**src/design/adcsc_pkg.sv**
```systemverilog
// Constants, types and helper functions of the converter sequencer control.
// Function
// - Writing one to start_conversion begins converting the channel chosen by channel_select.
// - Hardware clears start_conversion itself once the conversion has begun.
// - Channel codes 0 to 7 select analog inputs zero to seven; 8 to 15 reserved.
// - analog_input_disable zero enables inputs, one disables them; set when unused.
// - Conversion time field selects 39, 78, 156, 312, 624 or 1248 clock cycles.
// - ladder_always_on zero connects ladder only while converting; one keeps it connected.
// - Control B bits 7 and 6 read as undefined values.
// - Stop, slow or sleep mode resets both control registers and blocks writes.
// - Completion loads the result, sets conversion_done_flag and pulses conversion_done_irq together.
// - Reading the result register clears conversion_done_flag.
// - converter_busy_flag is one while converting; cleared on stop or slow mode.
// - Starting again before reading clears the done flag but keeps the old result.
// - Status bits 7, 6 and 3 to 0 are unstable; only done and busy count.
// - Stop or slow mode aborts conversion, result indeterminate, no automatic restart.
package adcsc_pkg;

  localparam int ADDR_W = 8;
  localparam int DATA_W = 8;
  localparam int CH_W   = 4;
  localparam int NUM_CH = 8;
  localparam int TIME_W = 3;
  localparam int CYC_W  = 11;
  localparam int SAR_W  = 8;

  localparam logic [ADDR_W-1:0] ADDR_CTRL_A = 8'h0E;
  localparam logic [ADDR_W-1:0] ADDR_CTRL_B = 8'h0F;
  localparam logic [ADDR_W-1:0] ADDR_RESULT = 8'h20;
  localparam logic [ADDR_W-1:0] ADDR_STATUS = 8'h21;

  localparam logic [DATA_W-1:0] CTRL_A_RST = 8'h10;
  localparam logic [DATA_W-1:0] CTRL_B_RST = 8'h00;
  localparam logic [DATA_W-1:0] RESULT_RST = 8'h00;
  localparam logic [DATA_W-1:0] READ_ZERO  = 8'h00;

  // Control A fields
  localparam int CA_START_BIT = 7;
  localparam int CA_DIS_BIT   = 4;
  localparam int CA_CH_LSB    = 0;
  // Control B fields; bits 7 and 6 are not stored
  localparam int CB_LADDER_BIT = 5;
  localparam int CB_TIME_LSB   = 1;
  localparam int CB_STORE_W    = 6;
  // Status fields
  localparam int ST_DONE_BIT = 5;
  localparam int ST_BUSY_BIT = 4;

  localparam logic [CH_W-1:0] CH_LAST = 4'h7;

  localparam logic [TIME_W-1:0] TIME_39   = 3'h0;
  localparam logic [TIME_W-1:0] TIME_78   = 3'h2;
  localparam logic [TIME_W-1:0] TIME_156  = 3'h3;
  localparam logic [TIME_W-1:0] TIME_312  = 3'h4;
  localparam logic [TIME_W-1:0] TIME_624  = 3'h5;
  localparam logic [TIME_W-1:0] TIME_1248 = 3'h6;

  localparam logic [CYC_W-1:0] CYC_39   = 11'h027;
  localparam logic [CYC_W-1:0] CYC_78   = 11'h04E;
  localparam logic [CYC_W-1:0] CYC_156  = 11'h09C;
  localparam logic [CYC_W-1:0] CYC_312  = 11'h138;
  localparam logic [CYC_W-1:0] CYC_624  = 11'h270;
  localparam logic [CYC_W-1:0] CYC_1248 = 11'h4E0;

  typedef enum logic [0:0] {
    ST_IDLE = 1'b0,
    ST_CONV = 1'b1
  } adcsc_state_t;

  // Reserved codes fall back to the longest time: slow is always safe for the analog side
  function automatic logic [CYC_W-1:0] conv_cycles(input logic [TIME_W-1:0] code);
    case (code)
      TIME_39:  conv_cycles = CYC_39;
      TIME_78:  conv_cycles = CYC_78;
      TIME_156: conv_cycles = CYC_156;
      TIME_312: conv_cycles = CYC_312;
      TIME_624: conv_cycles = CYC_624;
      default:  conv_cycles = CYC_1248;
    endcase
  endfunction

  // One-hot enable of a single analog input; reserved codes enable none
  function automatic logic [NUM_CH-1:0] chan_onehot(input logic [CH_W-1:0] code,
                                                     input logic          disable_in);
    logic [NUM_CH-1:0] hot;
    hot = '0;
    if (!disable_in && code <= CH_LAST) begin
      hot[code[2:0]] = 1'b1;
    end
    chan_onehot = hot;
  endfunction

endpackage

```
**src/design/adcsc_timer.sv**
```systemverilog
// Conversion timer: spreads eight bit trials over the selected conversion time.
`timescale 1ns/10ps
`default_nettype none
module adcsc_timer #(
  parameter int CYC_W = 11,
  parameter int STEPS = 8
) (
  input  wire logic             clk_i,
  input  wire logic             rst_n_i,
  input  wire logic             start_i,
  input  wire logic             abort_i,
  input  wire logic [CYC_W-1:0] cycles_i,
  output var  logic             step_o,
  output var  logic             end_o
);

  logic             run_ff;
  logic [CYC_W-1:0] total_ff;
  logic [CYC_W-1:0] elapsed_ff;
  logic [CYC_W-1:0] gap_ff;
  logic [CYC_W-1:0] sub_ff;
  logic [4:0]       steps_ff;
  logic [CYC_W-1:0] gap_start;

  // Two cycles short of an even share: each trial needs three cycles for the
  // comparator synchroniser, and the last trial must settle before the end
  assign gap_start = (cycles_i >> $clog2(STEPS)) - 2'h2;
  assign step_o    = run_ff && (sub_ff == gap_ff) && (steps_ff < 5'(STEPS));
  assign end_o     = run_ff && (elapsed_ff == total_ff - 1'b1);

  always_ff @(posedge clk_i or negedge rst_n_i) begin
    if (!rst_n_i) begin
      run_ff     <= 1'b0;
      total_ff   <= '0;
      elapsed_ff <= '0;
      gap_ff     <= '0;
      sub_ff     <= '0;
      steps_ff   <= '0;
    end else if (abort_i || end_o) begin
      run_ff <= 1'b0;
    end else if (start_i) begin
      run_ff     <= 1'b1;
      total_ff   <= cycles_i;
      elapsed_ff <= '0;
      gap_ff     <= gap_start;
      sub_ff     <= '0;
      steps_ff   <= '0;
    end else if (run_ff) begin
      elapsed_ff <= elapsed_ff + 1'b1;
      sub_ff     <= step_o ? '0 : sub_ff + 1'b1;
      steps_ff   <= steps_ff + 5'(step_o);
    end
  end

endmodule
`default_nettype wire

```
**src/design/adcsc_sar.sv**
```systemverilog
// Successive approximation register: one trial bit per step, MSB first.
`timescale 1ns/10ps
`default_nettype none
module adcsc_sar #(
  parameter int SAR_W = 8
) (
  input  wire logic             clk_i,
  input  wire logic             rst_n_i,
  input  wire logic             start_i,
  input  wire logic             step_i,
  input  wire logic             cmp_i,
  output var  logic [SAR_W-1:0] code_o
);

  logic [SAR_W-1:0] code_ff;
  logic [SAR_W-1:0] bit_ff;
  logic [SAR_W-1:0] kept;

  // Comparator high means input at or above the trial level: keep the bit
  assign kept   = cmp_i ? code_ff : (code_ff & ~bit_ff);
  assign code_o = code_ff;

  always_ff @(posedge clk_i or negedge rst_n_i) begin
    if (!rst_n_i) begin
      code_ff <= '0;
      bit_ff  <= '0;
    end else if (start_i) begin
      code_ff <= {1'b1, {(SAR_W-1){1'b0}}};
      bit_ff  <= {1'b1, {(SAR_W-1){1'b0}}};
    end else if (step_i && bit_ff != '0) begin
      code_ff <= kept | (bit_ff >> 1);
      bit_ff  <= bit_ff >> 1;
    end
  end

endmodule
`default_nettype wire

```
**src/design/adcsc_top.sv**
```systemverilog
// Converter sequencer control: registers, sequencing, flags and power-mode handling.
`timescale 1ns/10ps
`default_nettype none
module adcsc_top #(
  parameter int ADDR_W = adcsc_pkg::ADDR_W,
  parameter int DATA_W = adcsc_pkg::DATA_W,
  parameter int NUM_CH = adcsc_pkg::NUM_CH,
  parameter int SAR_W  = adcsc_pkg::SAR_W
) (
  input  wire logic              CORE_CLK_I,
  input  wire logic              NRST_I,
  input  wire logic [ADDR_W-1:0] ADDR_I,
  input  wire logic [DATA_W-1:0] WDATA_I,
  input  wire logic              WR_I,
  input  wire logic              RD_I,
  output var  logic [DATA_W-1:0] RDATA_O,
  input  wire logic              STOP_MODE_I,
  input  wire logic              SLOW_MODE_I,
  input  wire logic              SLEEP_MODE_I,
  input  wire logic              COMPARE_I,
  output var  logic [SAR_W-1:0]  DAC_CODE_O,
  output var  logic              LADDER_ON_O,
  output var  logic [NUM_CH-1:0] CH_ENABLE_O,
  output var  logic              BUSY_O,
  output var  logic              DONE_IRQ_O
);

  // Register state
  logic [DATA_W-1:0]     ctrl_a_ff;
  logic [DATA_W-1:0]     nxt_ctrl_a;
  logic [adcsc_pkg::CB_STORE_W-1:0] ctrl_b_ff;
  logic [adcsc_pkg::CB_STORE_W-1:0] nxt_ctrl_b;
  logic [DATA_W-1:0]     result_ff;
  logic [DATA_W-1:0]     nxt_result;
  logic                  done_ff;
  logic                  nxt_done;
  logic                  busy_ff;
  logic                  irq_ff;
  logic [DATA_W-1:0]     rdata_ff;
  logic [DATA_W-1:0]     nxt_rdata;

  // Derived outputs held in flops
  logic                  ladder_ff;
  logic [NUM_CH-1:0]     ch_en_ff;

  // Comparator synchroniser
  logic                  cmp_meta_ff;
  logic                  cmp_sync_ff;

  // Sequencer
  adcsc_pkg::adcsc_state_t state_ff;
  adcsc_pkg::adcsc_state_t nxt_state;

  // Decode
  logic                  sel_ctrl_a;
  logic                  sel_ctrl_b;
  logic                  sel_result;
  logic                  sel_status;
  logic                  low_power;
  logic                  abort_mode;
  logic                  wr_ctrl_a;
  logic                  wr_ctrl_b;
  logic                  rd_result;
  logic                  start_req;
  logic                  begin_conv;
  logic                  abort_conv;
  logic                  step;
  logic                  conv_end;
  logic [SAR_W-1:0]      sar_code;
  logic [adcsc_pkg::TIME_W-1:0] time_code;
  logic [adcsc_pkg::CH_W-1:0]   chan_code;
  logic                  in_disable;
  logic                  ladder_always;
  logic [DATA_W-1:0]     status_word;
  logic [DATA_W-1:0]     ctrl_b_word;

  // ---------------------------------------------------------------
  // Address decode and power modes
  // ---------------------------------------------------------------
  assign sel_ctrl_a = (ADDR_I == adcsc_pkg::ADDR_CTRL_A);
  assign sel_ctrl_b = (ADDR_I == adcsc_pkg::ADDR_CTRL_B);
  assign sel_result = (ADDR_I == adcsc_pkg::ADDR_RESULT);
  assign sel_status = (ADDR_I == adcsc_pkg::ADDR_STATUS);

  // Power-mode levels come from the clock controller on this same clock
  assign low_power  = STOP_MODE_I | SLOW_MODE_I | SLEEP_MODE_I;
  // Sleep keeps a running conversion alive; only stop and slow cut it off
  assign abort_mode = STOP_MODE_I | SLOW_MODE_I;

  // Writes are ignored for as long as a low-power mode lasts
  assign wr_ctrl_a = WR_I && sel_ctrl_a && !low_power;
  assign wr_ctrl_b = WR_I && sel_ctrl_b && !low_power;
  assign rd_result = RD_I && sel_result;

  // ---------------------------------------------------------------
  // Control fields
  // ---------------------------------------------------------------
  assign time_code     = ctrl_b_ff[adcsc_pkg::CB_TIME_LSB +: adcsc_pkg::TIME_W];
  assign ladder_always = ctrl_b_ff[adcsc_pkg::CB_LADDER_BIT];
  assign chan_code     = ctrl_a_ff[adcsc_pkg::CA_CH_LSB +: adcsc_pkg::CH_W];
  assign in_disable    = ctrl_a_ff[adcsc_pkg::CA_DIS_BIT];

  // A pending start is taken only from idle and outside low-power modes.
  // A start written during a conversion is dropped rather than restarting.
  assign start_req  = ctrl_a_ff[adcsc_pkg::CA_START_BIT];
  assign begin_conv = start_req && (state_ff == adcsc_pkg::ST_IDLE) && !low_power;
  assign abort_conv = abort_mode && (state_ff == adcsc_pkg::ST_CONV);

  // ---------------------------------------------------------------
  // Control register A
  // ---------------------------------------------------------------
  always_comb begin
    nxt_ctrl_a = ctrl_a_ff;
    if (low_power) begin
      nxt_ctrl_a = adcsc_pkg::CTRL_A_RST;
    end else if (wr_ctrl_a) begin
      // Fixed bits 5 and 6 are stored as software writes them
      nxt_ctrl_a = WDATA_I;
    end else if (start_req) begin
      nxt_ctrl_a[adcsc_pkg::CA_START_BIT] = 1'b0;
    end
  end

  // ---------------------------------------------------------------
  // Control register B
  // ---------------------------------------------------------------
  always_comb begin
    nxt_ctrl_b = ctrl_b_ff;
    if (low_power) begin
      nxt_ctrl_b = adcsc_pkg::CTRL_B_RST[adcsc_pkg::CB_STORE_W-1:0];
    end else if (wr_ctrl_b) begin
      nxt_ctrl_b = WDATA_I[adcsc_pkg::CB_STORE_W-1:0];
    end
  end

  // ---------------------------------------------------------------
  // Sequencer state
  // ---------------------------------------------------------------
  always_comb begin
    nxt_state = state_ff;
    case (state_ff)
      adcsc_pkg::ST_IDLE: begin
        if (begin_conv) begin
          nxt_state = adcsc_pkg::ST_CONV;
        end
      end
      adcsc_pkg::ST_CONV: begin
        // No automatic restart afterwards: a new start must be written
        if (abort_conv || conv_end) begin
          nxt_state = adcsc_pkg::ST_IDLE;
        end
      end
      default: begin
        nxt_state = adcsc_pkg::ST_IDLE;
      end
    endcase
  end

  // ---------------------------------------------------------------
  // Result and done flag
  // ---------------------------------------------------------------
  always_comb begin
    nxt_result = result_ff;
    if (abort_conv) begin
      // Aborted data is not trusted; zero is the defined indeterminate value
      nxt_result = adcsc_pkg::RESULT_RST;
    end else if (conv_end) begin
      nxt_result = sar_code;
    end
  end

  // Completion beats a same-cycle result read, so the event is never lost
  always_comb begin
    nxt_done = done_ff;
    if (conv_end && !abort_conv) begin
      nxt_done = 1'b1;
    end else if (begin_conv) begin
      nxt_done = 1'b0;
    end else if (rd_result) begin
      nxt_done = 1'b0;
    end
  end

  // ---------------------------------------------------------------
  // Read data
  // ---------------------------------------------------------------
  // Unstable status bits and undefined control B bits are given as zero
  assign status_word = {2'b00,
                        done_ff,
                        busy_ff,
                        4'h0};
  assign ctrl_b_word = {2'b00, ctrl_b_ff};

  always_comb begin
    nxt_rdata = adcsc_pkg::READ_ZERO;
    if (RD_I) begin
      if (sel_ctrl_a) begin
        nxt_rdata = ctrl_a_ff;
      end else if (sel_ctrl_b) begin
        nxt_rdata = ctrl_b_word;
      end else if (sel_result) begin
        nxt_rdata = result_ff;
      end else if (sel_status) begin
        nxt_rdata = status_word;
      end
    end
  end

  // ---------------------------------------------------------------
  // Sub-blocks
  // ---------------------------------------------------------------
  adcsc_timer #(
    .CYC_W (adcsc_pkg::CYC_W),
    .STEPS (SAR_W)
  ) u_timer (
    .clk_i    (CORE_CLK_I),
    .rst_n_i  (NRST_I),
    .start_i  (begin_conv),
    .abort_i  (abort_conv),
    .cycles_i (adcsc_pkg::conv_cycles(time_code)),
    .step_o   (step),
    .end_o    (conv_end)
  );

  adcsc_sar #(
    .SAR_W (SAR_W)
  ) u_sar (
    .clk_i   (CORE_CLK_I),
    .rst_n_i (NRST_I),
    .start_i (begin_conv),
    .step_i  (step),
    .cmp_i   (cmp_sync_ff),
    .code_o  (sar_code)
  );

  // ---------------------------------------------------------------
  // Flops
  // ---------------------------------------------------------------
  always_ff @(posedge CORE_CLK_I or negedge NRST_I) begin
    if (!NRST_I) begin
      cmp_meta_ff <= 1'b0;
      cmp_sync_ff <= 1'b0;
    end else begin
      cmp_meta_ff <= COMPARE_I;
      cmp_sync_ff <= cmp_meta_ff;
    end
  end

  always_ff @(posedge CORE_CLK_I or negedge NRST_I) begin
    if (!NRST_I) begin
      ctrl_a_ff <= adcsc_pkg::CTRL_A_RST;
      ctrl_b_ff <= adcsc_pkg::CTRL_B_RST[adcsc_pkg::CB_STORE_W-1:0];
      state_ff  <= adcsc_pkg::ST_IDLE;
    end else begin
      ctrl_a_ff <= nxt_ctrl_a;
      ctrl_b_ff <= nxt_ctrl_b;
      state_ff  <= nxt_state;
    end
  end

  always_ff @(posedge CORE_CLK_I or negedge NRST_I) begin
    if (!NRST_I) begin
      result_ff <= adcsc_pkg::RESULT_RST;
      done_ff   <= 1'b0;
      irq_ff    <= 1'b0;
      rdata_ff  <= adcsc_pkg::READ_ZERO;
    end else begin
      result_ff <= nxt_result;
      done_ff   <= nxt_done;
      irq_ff    <= conv_end && !abort_conv;
      rdata_ff  <= nxt_rdata;
    end
  end

  // Busy follows the sequencer; ladder and channel enables are registered
  // so the analog side sees glitch-free levels.
  always_ff @(posedge CORE_CLK_I or negedge NRST_I) begin
    if (!NRST_I) begin
      busy_ff   <= 1'b0;
      ladder_ff <= 1'b0;
      ch_en_ff  <= '0;
    end else begin
      busy_ff   <= (nxt_state == adcsc_pkg::ST_CONV);
      ladder_ff <= ladder_always || (nxt_state == adcsc_pkg::ST_CONV);
      ch_en_ff  <= adcsc_pkg::chan_onehot(chan_code, in_disable);
    end
  end

  assign RDATA_O     = rdata_ff;
  assign DAC_CODE_O  = sar_code;
  assign LADDER_ON_O = ladder_ff;
  assign CH_ENABLE_O = ch_en_ff;
  assign BUSY_O      = busy_ff;
  assign DONE_IRQ_O  = irq_ff;

endmodule
`default_nettype wire

```
**config.mk**
```make
export PLATFORM = sky130hd
export DESIGN_NAME = adcsc_top
export DESIGN_NICKNAME = d
export VERILOG_FILES = /design/src/design/adcsc_pkg.sv /design/src/design/adcsc_timer.sv /design/src/design/adcsc_sar.sv /design/src/design/adcsc_top.sv
export SDC_FILE = /design/constraint.sdc
export NUM_CORES = 1
export LEC_CHECK = 0
export ABC_AREA = 1
export ABC_CLOCK_PERIOD_IN_PS = 2500
export BUFFER_PORTS_ARGS = -buffer_cell sky130_fd_sc_hd__buf_2
export CORE_MARGIN = 2
export CORE_UTILIZATION = 55
export CTS_CLUSTER_SIZE = 12
export DETAILED_ROUTE_END_ITERATION = 16
export HOLD_SLACK_MARGIN = 0.1
export MAX_ROUTING_LAYER = met4
export PLACE_DENSITY = 0.75
export SYNTH_ARGS = -nofsm -noshare
export SYNTH_HDL_FRONTEND = slang
export SYNTH_SLANG_ARGS = --single-unit
export TNS_END_PERCENT = 50
```
**constraint.sdc**
```tcl
create_clock -name CORE_CLK_I -period 2.5 [get_ports CORE_CLK_I]
set_input_delay 0.5 -clock CORE_CLK_I [delete_from_list [all_inputs] [get_ports CORE_CLK_I]]
set_output_delay 0.5 -clock CORE_CLK_I [all_outputs]
set_load 0.01 [all_outputs]
```
==> key figures <==
Critical path
  – Crit Path Category: flip-flop to flip-flop
  – CP required: around 2800 ps
  – R2r startpoint: u_timer.total_ff[0]
  – Critical path peak fanout: 28
  – Crit path from: u_timer.total_ff[0]
  – Startpoint Class: flip-flop
  – Setup crit end kind: flip-flop
  – Worst reg2reg path depth: 13
  – CP arrival: 2490 ps

STA
  – Final hold violation count: 0
  – Fmax: 449 MHz
  – # setup viols final: 0
  – Worst setup skew after layout: 7.14 ps
  – Worst setup margin: approximately 270 ps
  – Part of the cycle the worst path needs: 89.1%
  – Measured slew at the worst slew-check pin: ~600 ps
  – Max_slew headroom: approximately three fifths
  – Final setup TNS: 0 ps
  – Slew Limit Fails: 0
  – RSZ-0062 raised after global routing: no
  – Fin crit period: approximately 2200 ps

Clocking
  – # hold bufs at CTS: 0
  – Post-CTS Setup Bufs: 0
  – CTS buffer count: 9
  – H-Tree Depth: 3
  – Worst skew pair latency: between 300 and 400 ps
  – Max clock buf depth: 2
  – Cts repair resizes: 0
  – Clock transition at path regs: ~100 ps
  – Root buffer cell: clkbuf_8
  – # clock sinks: 105
  – CTS tree: done

GRT
  – Met1 usage: around 33%
  – Gr ovfl total: 0
  – Grt peak-use layer: met2
  – Vias in the first global route: 4794
  – Met3 Resource Use GR: 2.64%
  – Initial antenna violation count: 0
  – First-pass GRT wire length: 22300 um
  – GR Util All Layers: 25.6%
  – Largest net degree at the start of global routing: 41
  – GRT met2 Usage: 41.5%

Finish
  – ANT cells: 0
  – Layout cells sized above 1: ~14%
  – Area grow syn2layout: 10.4%
  – Commonest cells after routing, fill and taps aside: nand2_1 (208), dfrtp_1 (104), inv_1 (90)
  – Nets: 808
  – Finished layout cell area: 0.00631 mm^2
  – Util after Layout: 62.0%
  – Commonest non-fill, non-tap cell in the layout: nand2_1

Placed design
  – PortBufs: 50
  – RD Place Congestion: 0.951
  – Cell Area, Placed: 0.00610 mm^2
  – Place WS: 268 ps
  – HPWL Detailed: 9430 um

Route
  – Total vias in the final route: 4906
  – DR vias/cell: 5.36
  – WL per Instance: 14.2 um
  – First-pass iteration count of the detailed router: 5
  – DRT iter0 DRCs: 324
  – Overall routed net length: 13000 um
  – DRC Markers: 0
  – ANT nets after route: 0

Power
  – Power density over the cells: ~460 mW/mm^2
  – Overall power: a little under 3 mW
  – LEAKAGE: between 3 and 4 nW
  – Maximum VDD drop: 0.251 mV

Die
  – DIE AREA: 0.0112 mm^2
  – Die height: approximately 110 um
  – Core ar.: 0.0102 mm^2
  – Chip Width: approximately 110 um
  – # rows: 37
  – Initial Util: 56.1%
  – Io pins: 51

Synthesis
  – Mean Syn Cell Area: a little under 8 um^2
  – Ys async rst share: 100%
  – Post-synth top flop: dfrtp_1
  – Number of flops mapped to enable cells by yosys: 0
  – Library cells used by synthesis: 45
  – Top cells by area, synth: dfrtp_1 (46%), nand2_1 (14%), inv_1 (5.9%)
  – Post-synth top area share: 45.5%
  – Mapped Area: 0.00572 mm^2
  – Synth area leader: dfrtp_1
  – Post-Syn Nets: roughly 760
  – Register area share after synthesis: 46.0%
  – YS warnings: 0
  – Syn Inst Count: 725
  – Seq cells post-synth: 105

Outcome
  – Status: completed

Hold path
  – Hold Path Class: input port to async pin

Run
  – Max-cap check violation count: 0
-- final cells by class --
class	instances	area [um^2]
multi-input cells	499	2590
clock buffers	12	145
flip-flops and latches	105	2630
inverters	98	368
well taps	136	170
repair buffers	62	355
clock inverters	4	52.6
fillers	901	3870
-- Yosys cell counts (7+ instances only) --
master      n
nand2_1   208
dfrtp_1   104
inv_1      90
nor2_1     61
nand3_1    39
nand4_1    34
o21ai_0    21
o21ai_1    18
xnor2_1    17
a21oi_1    12
nor3_1     11
xor2_1     11
ha_1        9
o22ai_1     9
clkbuf_1    8
inv_2       7
-- cell families after synthesis --
group	share of synthesized area (%)
adder cells (fa/ha/maj)	1.97
buffers and inverters	8.84
flip-flops	46.0
AND/OR/NAND/NOR	31.0
XOR/XNOR	5.14
AO/OA/AOI/OAI	7.09
-- final timing paths --
check                      slack [ps]             endpoint
hold / removal                    100           DONE_IRQ_O
min in group CORE_CLK_I           230          cmp_meta_ff
setup / recovery                  270  u_timer.steps_ff[2]
max in group asynchronous        1670         ctrl_a_ff[4]
hold reg to reg                   360          cmp_sync_ff
setup reg to reg                  270  u_timer.steps_ff[2]
-- metrics by stage --
step                      hold WS (ps)  cells
after floorplan                    204    725
after global placement             334    900
after detailed placement           337    900
after CTS                          121    916
after global routing               142    916
final                             99.1    916
-- report_power, final --
group	switching (mW)	internal [mW]	total [mW]
sequential	0.00935	1.71	1.72
clock	0.586	0.492	1.08
combinational	0.0785	0.0344	0.113
-- critical path: stages, from the launching register on --
cell and delay [ps]:
dfrtp_1 410, inv_1 110, ha_1 290, nand2_4 100
inv_2 60, nand2_1 60, o21ai_1 160, nand2_1 60
nand2_1 100, nor2_4 60, nand2_8 150, nand3_4 300
nand2_1 170, nand2_1 60
-- registers in the layout, summed over array words and instances (netlist names), 5 cells and up --
signal / count
u_timer.gap_ff: 9
u_timer.elapsed_ff: 11
CH_ENABLE_O: 8
u_timer.total_ff: 8
result_ff: 8
ctrl_b_ff: 6
u_sar.bit_ff: 8
u_timer.sub_ff: 11
RDATA_O: 8
ctrl_a_ff: 8
u_sar.code_o: 8
u_timer.steps_ff: 5
-- per-layer routing --
layer	share of wire, %	vias to the layer above	wire, um
met5	0	-	0
met4	3.1	0	403
met3	3.9	30	511
met2	48	138	6250
met1	45	2311	5870
li1	-	2427	-
No activity file was read; power rests on OpenSTA's default activity.
